<file path="src/shared/trig_cfg_pkg.sv">
// Purpose: shared constants and types for trigger handling and the configuration menu
// Assumes: 10 MHz system clock; 32-bit Avalon-MM register slave
// Notes: every offset, timing count and write field position lives here; menu readback bits 30 and 29 and register reset values are set in the modules
package trig_cfg_pkg;
    // timing
    localparam int CLK_HZ = 10000000;
    localparam int TICK_MS = 1;
    localparam int TICK_CYCLES = CLK_HZ / 1000 * TICK_MS;
    localparam int MAX_WIDTH_MS = 60;
    localparam int ADDR_W = 4;

    // register byte offsets
    localparam logic [ADDR_W-1:0] OFS_TRIG_CTRL = 4'h0;
    localparam logic [ADDR_W-1:0] OFS_TRIG_VOLT = 4'h4;
    localparam logic [ADDR_W-1:0] OFS_TRIG_CURR = 4'h8;
    localparam logic [ADDR_W-1:0] OFS_MENU = 4'hC;

    // ctrl fields
    localparam int F_IN_WIDTH = 0;
    localparam int F_ACTION = 8;
    localparam int F_OUT_STATE = 10;
    localparam int F_RECALL = 12;
    localparam int F_OUT_WIDTH = 16;
    localparam int F_OUT_LEVEL = 24;
    localparam int F_OUT_SOURCE = 26;

    // menu register fields
    localparam int F_ENTRY = 0;
    localparam int F_VALUE = 8;
    localparam int F_COMMIT = 31;

    localparam int ENTRY_W = 7;
    localparam int SET_W = 16;
    localparam logic [SET_W-1:0] RATED_VOLT = 16'h1770;
    localparam logic [SET_W-1:0] RATED_CURR = 16'h0FA0;
    localparam logic [13:0] PASSWORD_MAX = 14'h270F;
    localparam int COMMIT_CYCLES = 4;

    // function-entry boundaries
    localparam logic [ENTRY_W-1:0] E_RUN_A_LO = 7'h01;
    localparam logic [ENTRY_W-1:0] E_RUN_A_HI = 7'h3D;
    localparam logic [ENTRY_W-1:0] E_RUN_B_LO = 7'h46;
    localparam logic [ENTRY_W-1:0] E_RUN_B_HI = 7'h4E;
    localparam logic [ENTRY_W-1:0] E_RUN_C_LO = 7'h58;
    localparam logic [ENTRY_W-1:0] E_VERSION = 7'h59;
    localparam logic [ENTRY_W-1:0] E_POWER_LO = 7'h5A;
    localparam logic [ENTRY_W-1:0] E_POWER_HI = 7'h62;
    localparam logic [ENTRY_W-1:0] E_RUN_D_LO = 7'h64;
    localparam logic [ENTRY_W-1:0] E_RUN_D_HI = 7'h7A;
    localparam logic [ENTRY_W-1:0] E_PASSWORD = 7'h00;

    typedef enum logic [1:0] {ACT_NONE, ACT_OUTPUT, ACT_SETTING, ACT_MEMORY} action_type;
    typedef enum logic [1:0] {SRC_NONE, SRC_OUTPUT, SRC_SETTING, SRC_RECALL} source_type;

    typedef struct packed {
        logic [5:0] in_width;
        action_type action;
        logic out_state;
        logic [1:0] recall_slot;
        logic [5:0] out_width;
        logic out_level;
        source_type out_source;
    } trig_cfg_type;

    typedef struct packed {
        logic output_change;
        logic setting_change;
        logic recall;
    } trig_event_type;
endpackage : trig_cfg_pkg

</file>
<file path="src/verilog/ms_tick.sv">
// Purpose: one-cycle pulse every millisecond
// Assumes: REF_CLK at the package rate
// Notes: free running from reset
`timescale 1ns/1ps
module ms_tick (
    input wire logic clk,
    input wire logic rst,
    output logic tick
);
    import trig_cfg_pkg::*;
    logic [13:0] count;
    logic [13:0] next_count;
    logic next_tick;

    always_comb begin
        next_tick = 1'b0;
        next_count = count + 14'h0001;
        if (count == 14'(TICK_CYCLES - 1)) begin
            next_count = 14'h0000;
            next_tick = 1'b1;
        end
    end

    always_ff @(posedge clk or posedge rst) begin
        if (rst) begin
            count <= 14'h0000;
            tick <= 1'b0;
        end else begin
            count <= next_count;
            tick <= next_tick;
        end
    end
endmodule : ms_tick

</file>
<file path="src/verilog/pulse_timer.sv">
// Purpose: millisecond pulse stretcher for the trigger output
// Assumes: tick from ms_tick, start is one cycle wide
// Notes: width zero gives no pulse; caller then drives a static level
`timescale 1ns/1ps
module pulse_timer (
    input wire logic clk,
    input wire logic rst,
    input wire logic tick,
    input wire logic start,
    input wire logic [5:0] width,
    output logic busy
);
    import trig_cfg_pkg::*;
    logic [6:0] remain;
    logic [6:0] next_remain;

    // one extra count covers the partial first tick, so length is width..width+1 ms
    always_comb begin
        next_remain = remain;
        if (start && width != 6'h00) begin
            next_remain = {1'b0, width} + 7'h01;
        end else if (tick && remain != 7'h00) begin
            next_remain = remain - 7'h01;
        end
    end

    always_ff @(posedge clk or posedge rst) begin
        if (rst) begin
            remain <= 7'h00;
        end else begin
            remain <= next_remain;
        end
    end

    assign busy = remain != 7'h00;
endmodule : pulse_timer

</file>
<file path="src/verilog/trigger_action_config_menu.sv">
// Purpose: trigger input qualification, trigger actions, trigger output, function menu gating
// Assumes: single 10 MHz clock, asynchronous active-high reset, Avalon-MM slave
// Notes: TRIG_IN is an asynchronous pin; power-up window is POWERUP_MODE after reset
`timescale 1ns/1ps
//
// Operation
// input width 0..60 ms, zero follows level
// action 0 none,1 output,2 setting,3 recall
// output action drives off for 0, on 1
// action 2 loads clamped trigger voltage setpoint
// action 2 loads clamped trigger current setpoint
// recall slots 1..3 select memory slots; slot resets to 0, so a recall before a 1..3 write strobes slot 0
// output pulse 0..60 ms, zero holds level
// static output level low 0, high 1
// output fires on selected source event
// entries 90..98 editable only at power-up
// run-time edits only listed entry ranges
// firmware version entry is read-only
// password 0000..9999 selects special function; code checks only value bits 13:0 and ignores bits 15:14
// function key at power-up enters configuration
// knob press commits, shows configuring indicator
// millisecond tick times widths within one tick
module trigger_action_config_menu (
    input wire logic REF_CLK,
    input wire logic RST,
    input wire logic TRIG_IN,
    input wire logic FUNC_KEY,
    input wire logic [3:0] AVS_ADDRESS,
    input wire logic AVS_READ,
    input wire logic AVS_WRITE,
    input wire logic [31:0] AVS_WRITEDATA,
    input wire trig_cfg_pkg::trig_event_type EVENTS,
    output logic [31:0] AVS_READDATA,
    output logic AVS_WAITREQUEST,
    output logic TRIG_OUT,
    output logic OUTPUT_ON,
    output logic [15:0] VOLT_SETPOINT,
    output logic [15:0] CURR_SETPOINT,
    output logic RECALL_STROBE,
    output logic [1:0] RECALL_SLOT,
    output logic POWERUP_MODE,
    output logic CONFIGURING_INDICATOR,
    output logic [13:0] SPECIAL_FUNCTION,
    output logic WRITE_REFUSED
);
    import trig_cfg_pkg::*;

    ////////////////////////////////////////////////////////////////////////////
    // tick, input synchroniser
    logic tick;
    logic [2:0] trig_sync;
    logic trig_level;
    logic next_trig_level;

    ms_tick u_tick (
        .clk(REF_CLK),
        .rst(RST),
        .tick(tick)
    );

    always_comb begin
        next_trig_level = trig_level;
        if (trig_sync[2] == trig_sync[1]) begin
            next_trig_level = trig_sync[1];
        end
    end

    ////////////////////////////////////////////////////////////////////////////
    // configuration registers
    trig_cfg_type cfg;
    trig_cfg_type next_cfg;
    logic [15:0] trig_volt;
    logic [15:0] next_trig_volt;
    logic [15:0] trig_curr;
    logic [15:0] next_trig_curr;
    logic [ENTRY_W-1:0] menu_entry;
    logic [ENTRY_W-1:0] next_menu_entry;
    logic [15:0] menu_value;
    logic [15:0] next_menu_value;
    logic [2:0] commit_count;
    logic [2:0] next_commit_count;
    logic next_powerup;
    logic next_refused;
    logic [13:0] next_special;
    logic [31:0] next_readdata;
    logic next_wait;
    logic editable;

    // entry classification
    always_comb begin
        editable = 1'b0;
        if (POWERUP_MODE) begin
            editable = menu_entry >= E_POWER_LO && menu_entry <= E_POWER_HI;
        end else if ((menu_entry >= E_RUN_A_LO && menu_entry <= E_RUN_A_HI)
                || (menu_entry >= E_RUN_B_LO && menu_entry <= E_RUN_B_HI)
                || (menu_entry == E_RUN_C_LO)
                || (menu_entry >= E_RUN_D_LO && menu_entry <= E_RUN_D_HI)
                || menu_entry == E_PASSWORD) begin
            editable = 1'b1; // version entry excluded
        end
    end

    logic req;
    logic [15:0] wr_lo;
    assign req = (AVS_READ || AVS_WRITE) && AVS_WAITREQUEST;
    assign wr_lo = AVS_WRITEDATA[15:0];

    always_comb begin
        next_cfg = cfg;
        next_trig_volt = trig_volt;
        next_trig_curr = trig_curr;
        next_menu_entry = menu_entry;
        next_menu_value = menu_value;
        next_commit_count = commit_count;
        next_powerup = POWERUP_MODE;
        next_refused = WRITE_REFUSED;
        next_special = SPECIAL_FUNCTION;
        next_readdata = AVS_READDATA;
        next_wait = 1'b1;
        if (commit_count != 3'h0) begin
            next_commit_count = commit_count - 3'h1;
        end
        if (req) begin
            next_wait = 1'b0;
        end
        if (req && AVS_WRITE) begin
            unique case (AVS_ADDRESS)
                OFS_TRIG_CTRL: begin
                    if (AVS_WRITEDATA[F_IN_WIDTH +: 6] <= 6'(MAX_WIDTH_MS)) begin
                        next_cfg.in_width = AVS_WRITEDATA[F_IN_WIDTH +: 6];
                    end
                    next_cfg.action = action_type'(AVS_WRITEDATA[F_ACTION +: 2]);
                    next_cfg.out_state = AVS_WRITEDATA[F_OUT_STATE];
                    if (AVS_WRITEDATA[F_RECALL +: 2] != 2'h0) begin
                        next_cfg.recall_slot = AVS_WRITEDATA[F_RECALL +: 2];
                    end
                    if (AVS_WRITEDATA[F_OUT_WIDTH +: 6] <= 6'(MAX_WIDTH_MS)) begin
                        next_cfg.out_width = AVS_WRITEDATA[F_OUT_WIDTH +: 6];
                    end
                    next_cfg.out_level = AVS_WRITEDATA[F_OUT_LEVEL];
                    next_cfg.out_source = source_type'(AVS_WRITEDATA[F_OUT_SOURCE +: 2]);
                end
                OFS_TRIG_VOLT: begin
                    next_trig_volt = (wr_lo > RATED_VOLT) ? RATED_VOLT : wr_lo;
                end
                OFS_TRIG_CURR: begin
                    next_trig_curr = (wr_lo > RATED_CURR) ? RATED_CURR : wr_lo;
                end
                OFS_MENU: begin
                    next_menu_entry = AVS_WRITEDATA[F_ENTRY +: ENTRY_W];
                    next_menu_value = AVS_WRITEDATA[F_VALUE +: 16];
                    if (AVS_WRITEDATA[F_COMMIT]) begin
                        if (editable && (menu_entry != E_PASSWORD
                                || menu_value[13:0] <= PASSWORD_MAX)) begin
                            next_refused = 1'b0;
                            next_commit_count = 3'(COMMIT_CYCLES);
                            if (menu_entry == E_PASSWORD) begin
                                next_special = menu_value[13:0];
                            end
                        end else begin
                            next_refused = 1'b1;
                        end
                    end
                end
                default: begin
                end
            endcase
        end
        if (req && AVS_READ) begin
            unique case (AVS_ADDRESS)
                OFS_TRIG_CTRL: next_readdata = {4'h0, cfg.out_source, 1'b0, cfg.out_level,
                    2'h0, cfg.out_width, 2'h0, cfg.recall_slot, 1'b0, cfg.out_state,
                    cfg.action, 2'h0, cfg.in_width};
                OFS_TRIG_VOLT: next_readdata = {16'h0000, trig_volt};
                OFS_TRIG_CURR: next_readdata = {16'h0000, trig_curr};
                OFS_MENU: next_readdata = {commit_count != 3'h0, WRITE_REFUSED, POWERUP_MODE,
                    5'h00, menu_value, 1'b0, menu_entry};
                default: next_readdata = 32'h00000000;
            endcase
        end
    end

    ////////////////////////////////////////////////////////////////////////////
    // trigger qualification and actions
    logic [6:0] hi_ms;
    logic [6:0] next_hi_ms;
    logic trig_prev;
    logic fire_in;
    logic next_output_on;
    logic [15:0] next_volt;
    logic [15:0] next_curr;
    logic next_recall;
    logic [1:0] next_slot;
    logic src_fire;
    logic pulse_busy;
    logic next_trig_out;

    always_comb begin
        next_hi_ms = hi_ms;
        fire_in = 1'b0;
        if (!trig_level) begin
            next_hi_ms = 7'h00;
        end else if (cfg.in_width == 6'h00) begin
            fire_in = !trig_prev; // level mode
        end else if (tick && hi_ms != 7'h7F) begin
            next_hi_ms = hi_ms + 7'h01;
            // partial first tick not counted, so qualified width is N..N+1 ms
            fire_in = hi_ms == {1'b0, cfg.in_width};
        end
    end

    always_comb begin
        next_output_on = OUTPUT_ON;
        next_volt = VOLT_SETPOINT;
        next_curr = CURR_SETPOINT;
        next_recall = 1'b0;
        next_slot = RECALL_SLOT;
        if (fire_in) begin
            unique case (cfg.action)
                ACT_NONE: begin
                end
                ACT_OUTPUT: next_output_on = cfg.out_state;
                ACT_SETTING: begin
                    next_volt = trig_volt;
                    next_curr = trig_curr;
                end
                ACT_MEMORY: begin
                    next_recall = 1'b1;
                    next_slot = cfg.recall_slot;
                end
            endcase
        end
    end

    ////////////////////////////////////////////////////////////////////////////
    // trigger output
    always_comb begin
        unique case (cfg.out_source)
            SRC_NONE: src_fire = 1'b0;
            SRC_OUTPUT: src_fire = EVENTS.output_change;
            SRC_SETTING: src_fire = EVENTS.setting_change;
            SRC_RECALL: src_fire = EVENTS.recall;
        endcase
    end

    pulse_timer u_pulse (
        .clk(REF_CLK),
        .rst(RST),
        .tick(tick),
        .start(src_fire),
        .width(cfg.out_width),
        .busy(pulse_busy)
    );

    always_comb begin
        if (cfg.out_width == 6'h00) begin
            next_trig_out = cfg.out_level;
        end else begin
            next_trig_out = pulse_busy || (src_fire && cfg.out_width != 6'h00);
        end
    end

    ////////////////////////////////////////////////////////////////////////////
    // registers
    logic powerup_seen;

    always_ff @(posedge REF_CLK or posedge RST) begin
        if (RST) begin
            trig_sync <= 3'h0;
            trig_level <= 1'b0;
            trig_prev <= 1'b0;
            hi_ms <= 7'h00;
            cfg <= '0;
            trig_volt <= 16'h0000;
            trig_curr <= 16'h0000;
            menu_entry <= 7'h01;
            menu_value <= 16'h0000;
            commit_count <= 3'h0;
            POWERUP_MODE <= 1'b0;
            powerup_seen <= 1'b0;
            WRITE_REFUSED <= 1'b0;
            SPECIAL_FUNCTION <= 14'h0000;
            AVS_READDATA <= 32'h00000000;
            AVS_WAITREQUEST <= 1'b1;
            TRIG_OUT <= 1'b0;
            OUTPUT_ON <= 1'b0;
            VOLT_SETPOINT <= 16'h0000;
            CURR_SETPOINT <= 16'h0000;
            RECALL_STROBE <= 1'b0;
            RECALL_SLOT <= 2'h1;
            CONFIGURING_INDICATOR <= 1'b0;
        end else begin
            trig_sync <= {trig_sync[1:0], TRIG_IN};
            trig_level <= next_trig_level;
            trig_prev <= trig_level;
            hi_ms <= next_hi_ms;
            cfg <= next_cfg;
            trig_volt <= next_trig_volt;
            trig_curr <= next_trig_curr;
            menu_entry <= next_menu_entry;
            menu_value <= next_menu_value;
            commit_count <= next_commit_count;
            // key sampled once, first edge after reset release
            powerup_seen <= 1'b1;
            POWERUP_MODE <= powerup_seen ? next_powerup : FUNC_KEY;
            WRITE_REFUSED <= next_refused;
            SPECIAL_FUNCTION <= next_special;
            AVS_READDATA <= next_readdata;
            AVS_WAITREQUEST <= next_wait;
            TRIG_OUT <= next_trig_out;
            OUTPUT_ON <= next_output_on;
            VOLT_SETPOINT <= next_volt;
            CURR_SETPOINT <= next_curr;
            RECALL_STROBE <= next_recall;
            RECALL_SLOT <= next_slot;
            CONFIGURING_INDICATOR <= next_commit_count != 3'h0;
        end
    end

    ////////////////////////////////////////////////////////////////////////////
    // checks
    a_setting_load: assert property (@(posedge REF_CLK) disable iff (RST)
        fire_in && cfg.action == ACT_SETTING |=> VOLT_SETPOINT == $past(trig_volt))
        else $error("voltage setpoint not loaded");
    a_curr_clamp: assert property (@(posedge REF_CLK) disable iff (RST)
        trig_curr <= RATED_CURR)
        else $error("trigger current above rating");
    a_output_state: assert property (@(posedge REF_CLK) disable iff (RST)
        fire_in && cfg.action == ACT_OUTPUT |=> OUTPUT_ON == $past(cfg.out_state))
        else $error("output state wrong after trigger");
    a_no_action: assert property (@(posedge REF_CLK) disable iff (RST)
        fire_in && cfg.action == ACT_NONE |=> $stable(OUTPUT_ON) && !RECALL_STROBE)
        else $error("action taken for code none");
    a_recall_slot: assert property (@(posedge REF_CLK) disable iff (RST)
        RECALL_STROBE |-> RECALL_SLOT != 2'h0)
        else $error("recall of slot zero");
    a_static_level: assert property (@(posedge REF_CLK) disable iff (RST)
        cfg.out_width == 6'h00 && $stable(cfg) |=> TRIG_OUT == $past(cfg.out_level))
        else $error("static trigger level wrong");
    a_pulse_start: assert property (@(posedge REF_CLK) disable iff (RST)
        src_fire && cfg.out_width != 6'h00 |=> TRIG_OUT [*2])
        else $error("trigger pulse missing");
    a_version_ro: assert property (@(posedge REF_CLK) disable iff (RST)
        req && AVS_WRITE && AVS_ADDRESS == OFS_MENU && AVS_WRITEDATA[F_COMMIT]
        && menu_entry == E_VERSION |=> WRITE_REFUSED && !CONFIGURING_INDICATOR)
        else $error("version entry edited");
    a_power_entries: assert property (@(posedge REF_CLK) disable iff (RST)
        req && AVS_WRITE && AVS_ADDRESS == OFS_MENU && AVS_WRITEDATA[F_COMMIT] && !POWERUP_MODE
        && menu_entry >= E_POWER_LO && menu_entry <= E_POWER_HI |=> WRITE_REFUSED)
        else $error("power-on entry edited at run time");
    a_wait_one: assert property (@(posedge REF_CLK) disable iff (RST)
        (AVS_READ || AVS_WRITE) && AVS_WAITREQUEST |=> !AVS_WAITREQUEST ##1 AVS_WAITREQUEST)
        else $error("bus answer timing wrong");
endmodule : trigger_action_config_menu
</file>
<file path="config.mk">
export PLATFORM = sky130hd
export DESIGN_NAME = trigger_action_config_menu
export DESIGN_NICKNAME = d
export VERILOG_FILES = /design/src/shared/trig_cfg_pkg.sv /design/src/verilog/ms_tick.sv /design/src/verilog/pulse_timer.sv /design/src/verilog/trigger_action_config_menu.sv
export SDC_FILE = /design/constraint.sdc
export NUM_CORES = 1
export LEC_CHECK = 0
export ABC_AREA = 0
export BUFFER_PORTS_ARGS = -buffer_cell sky130_fd_sc_hd__buf_2
export CAP_MARGIN = 20
export CORE_ASPECT_RATIO = 1.2
export CORE_MARGIN = 2
export CORE_UTILIZATION = 40
export DETAILED_ROUTE_END_ITERATION = 7
export SETUP_SLACK_MARGIN = 0.02
export SLEW_MARGIN = 20
export SYNTH_ARGS = -nofsm -noshare
export SYNTH_HDL_FRONTEND = slang
export SYNTH_SLANG_ARGS = --single-unit
</file>
<file path="constraint.sdc">
create_clock -name REF_CLK -period 8.4 [get_ports REF_CLK]
set_clock_uncertainty 0.15 [all_clocks]
set_input_delay 1.26 -clock REF_CLK [delete_from_list [all_inputs] [get_ports REF_CLK]]
set_output_delay 1.26 -clock REF_CLK [all_outputs]
set_load 0.01 [all_outputs]
</file>
==> impl_summary.log <==
INFO  metric timing.final.crit_period = 3.62 ns
INFO  metric worstSetupEndpointType = flip-flop
INFO  metric final_core_utilization = 47.8%
INFO  metric grt_first_pass_wirelength = 33200 µm
INFO  metric total_setup_violations_reported_at_the_end_of_the_flow = 0
INFO  metric buffers_added_on_ports = 125
INFO  metric global_route.usage.total = 19.4%
INFO  metric flow.area_growth_from_synthesis = 17.1%
INFO  metric cp.buffers_inverters = 1
INFO  metric ant_cells = 0
INFO  metric avgRoutedWirePerCell = between 15 and 20 µm
INFO  metric worst-slew-pin-transition = between 0.9 and 1 ns
INFO  metric ff2ff_setup_slack = 5.31 ns
INFO  metric start_kind = input pin
INFO  metric worstHoldPathCells = 0
INFO  metric ys_seq_elements = 198
INFO  metric crit_path_from = AVS_ADDRESS[0]
INFO  metric final_layout_size_suffix_gt1_share = 30.1%
INFO  metric finish.instance_area = 10100 µm²
INFO  metric peakVddDrop = roughly 0.15 mV
INFO  metric clkTransAtPathRegs = 0.07 ns
INFO  metric floorplan.io_pins = 132
INFO  metric cts_hold_buffers = 0
INFO  metric floorplan.die_area = 22700 µm²
INFO  metric grt_max_degree = 122
INFO  metric floorplan_die_height = 165 µm
INFO  metric clock_tree_from_tritoncts = done
INFO  metric synth_area_leader_cell = dfrtp_1
INFO  metric core_area = between 20000 and 25000 µm²
INFO  metric worst-endpoint-arrival = 3.75 ns
INFO  metric std_cell_rows = 58
INFO  metric drc = 0
INFO  metric placement.cell_area = 9500 µm²
INFO  metric number_of_global_route_vias_before_repair = 5970
INFO  metric num_vias = between 6000 and 7000
INFO  metric maxCapViolations = 0
INFO  metric post_synth_instance_area = about 8600 µm²
INFO  metric worst_skew_pair.late_latency = 0.43 ns
INFO  metric routed_via_density = 5.28
INFO  metric path_cells = buf_2 > nand4bb_1 > nor2_1 > nand2_1 > a41oi_1 > a21oi_1
INFO  metric cts_made_buffers = 17
INFO  metric drt_first_iter_violations = roughly 380
INFO  metric worstSetupPathType = input pin to flip-flop
INFO  metric syn_area_per_cell = 11.7 µm²
INFO  metric final_wl = 20800 µm
INFO  metric min_path_type = flip-flop to flip-flop
INFO  metric rsz_0062_raised_after_global_routing = false
INFO  metric critPathTopFamily = simple AND/OR/NAND/NOR gates
INFO  metric yosys_warnings = 0
INFO  metric drtPass1Iterations = 4
INFO  metric postCtsResizedCells = 0
INFO  metric worstSetupPathDepth = 6
INFO  metric cts_h_tree_lvls = 4
INFO  metric yosys.area.top_type_share = 56.8%
INFO  metric whs_endpoint = trig_sync[1]$_DFF_PP0_
INFO  metric final.setup.tns = 0 ns
INFO  metric sequential_element_share_of_the_synthesized_area = approximately 58%
INFO  metric drtAntennaViolNets = 0
INFO  metric gpl.final_weighted_congestion = 0.794
INFO  metric fp.dieW = 138 µm
INFO  metric timing_hold_violations_final = 0
INFO  metric synth_enable_flop_cells = 0
INFO  metric grt-ovfl-total = 0
INFO  metric synthTopCellsByArea = dfrtp_1, mux2_2, nand2_1
INFO  metric synthArstFlopShare = 100%
INFO  metric worstHoldStart = trig_sync[0]$_DFF_PP0_
INFO  metric achievable-frequency = 276 MHz
INFO  metric cts.sinks = 198
INFO  metric post-cts-setup-buffers = 0
INFO  metric nets = 910
INFO  metric critical_path.reg2reg.startpoint = AVS_WAITREQUEST$_DFF_PP1_
INFO  metric cp_max_fo = 9
INFO  metric synth_flop_cell = dfrtp_1
INFO  metric outcome = finished, final reports clean
INFO  metric depth_of_the_worst_register_to_register_path = 5
INFO  metric fillerInstances = 1976
INFO  metric slew_viol_final = 0
INFO  metric finalCritPeriodShare = 43.1%
INFO  metric cp_slowest_cell = a41oi_1
INFO  metric ctsLongestPathBuffers = 2
INFO  metric clock_tree.root_cell = clkbuf_16
INFO  metric p_leak = 4.98 nW
INFO  metric synth.distinct_cells = 61
INFO  metric timing.critical_path.slowest_cell_delay = 0.75 ns
INFO  metric place_hpwl = 14500 µm
INFO  metric worst_ep_required_time = roughly 8.5 ns
INFO  metric antenna_violations_before_repair = 0
INFO  metric power_density = 226 nW/µm²
INFO  metric max-slew-margin-rel = about a third
INFO  metric netlist_instances = 734
INFO  metric floorplan.initialDensity = 40.9%
INFO  metric timing.rr.end = trig_curr[5]$_DFFE_PP0P_
==> synthesized netlist by cell type (all sizes together) (4+ instances only) <==
library cell	number
ha	9
or4	4
nor3	15
nor2b	10
a221oi	11
nand2	84
buf	8
and2	9
a22oi	11
mux2i	6
nand2b	4
a22o	19
xor2	16
inv	23
o21ai	48
nor4	9
or3	5
nand3	12
nor2	40
a31oi	8
dfrtp	195
clkbuf	23
a31o	4
nand4	8
xnor2	15
mux2	85
a21oi	13
==> layout by cell type (no fill, tap or decap), types with 4 or more instances in the layout <==
| cell | n |
|---|---|
| dfrtp_1 | 195 |
| buf_2 | 125 |
| nand2_1 | 84 |
| mux2_2 | 69 |
| o21ai_0 | 46 |
| nor2_1 | 39 |
| inv_1 | 22 |
| a22o_1 | 19 |
| clkbuf_16 | 17 |
| xor2_1 | 16 |
| xnor2_1 | 15 |
| a21oi_1 | 13 |
| nand3_1 | 12 |
| nor3_1 | 11 |
| a221oi_1 | 11 |
| a22oi_1 | 11 |
| nor2b_1 | 10 |
| mux2_4 | 10 |
| and2_1 | 9 |
| ha_1 | 9 |
| nor4_1 | 8 |
| a31oi_1 | 8 |
| nand4_1 | 8 |
| buf_4 | 7 |
| mux2i_1 | 6 |
| mux2_1 | 6 |
| clkinvlp_4 | 6 |
| or3_1 | 5 |
| or4_1 | 4 |
| nand2b_1 | 4 |
| a31o_2 | 4 |
| inv_6 | 4 |
==> cell families (layout without fill, tap and decap cells) <==
family	count (synthesis)	in the layout	synth area share, %
xor gates and xnor gates	31	31	3.16
buffers and inverters	54	188	2.78
and+or+nand+nor	214	214	12.0
AOI/OAI and AO/OA	133	133	10.4
muxes	91	91	12.3
adders and majority gates	11	11	1.54
other	2	3	0.0874
DFF	198	198	57.7
==> where the power goes <==
group          internal, mW  switching (mW)  total, mW
sequential             1.06           0.112       1.17
combinational         0.151           0.166      0.317
clock                 0.412           0.369      0.781
==> sequential cells by signal, summed over array words and instances, names as in the netlist, 3 cells and up <==
| signal | cells |
|---|---|
| trig_curr | 16 |
| SPECIAL_FUNCTION | 14 |
| menu_entry | 7 |
| VOLT_SETPOINT | 16 |
| menu_value | 16 |
| AVS_READDATA | 30 |
| trig_volt | 16 |
| CURR_SETPOINT | 16 |
| hi_ms | 7 |
| u_pulse.remain | 7 |
| commit_count | 3 |
| cfg | 20 |
| trig_sync | 3 |
| u_tick.count | 14 |
==> per-stage QoR <==
| stage | power (mW) | setup WS, ns | std cells | hold slack, ns |
|---|---|---|---|---|
| after floorplan | 1.39 | 1.60 | 735 | 0.181 |
| after global placement | 1.50 | 4.35 | 1107 | 0.187 |
| after detailed placement | 1.51 | 4.30 | 1107 | 0.188 |
| after CTS | 2.30 | 4.76 | 1139 | 0.204 |
| after global routing | 2.40 | 4.65 | 1139 | 0.211 |
| final | 2.27 | 4.78 | 1139 | 0.202 |
==> worst max-delay path by stage <==
stage and endpoint:
6_report trig_curr[5]$_DFFE_PP0P_, 4_1_cts trig_curr[5]$_DFFE_PP0P_, 3_5_place_dp trig_curr[5]$_DFFE_PP0P_, 3_3_place_gp trig_curr[9]$_DFFE_PP0P_, 2_1_floorplan AVS_READDATA[0]$_DFFE_PP0P_, 5_1_grt trig_curr[0]$_DFFE_PP0P_
==> layer usage <==
layer	part of all wire [%]	track usage [%]	vias to the layer above
met2	48	31.2	148
met3	4.5	3.87	18
met4	1.1	4.92	0
met5	0	0	-
met1	47	27.0	3003
li1	-	-	2841
==> layout make-up <==
class                   instances  area, µm²  area share [%]
flip-flops and latches        198       4960            49.3
multi-input cells             483       3430            34.1
repair buffers                133        689            6.85
clock buffers                  19        433            4.30
well taps                     270        338            3.36
clock inverters                13        124            1.23
inverters                      23       93.8           0.932
==> worst register-to-register path, stage by stage, from the launching register on <==
cell and delay (ns):
dfstp_2 0.55, nand4bb_1 0.44, nor2_1 0.63, nand2_1 0.24, a41oi_1 0.75, a21oi_1 0.17
Note: power is estimated with default switching activity, not from simulation.
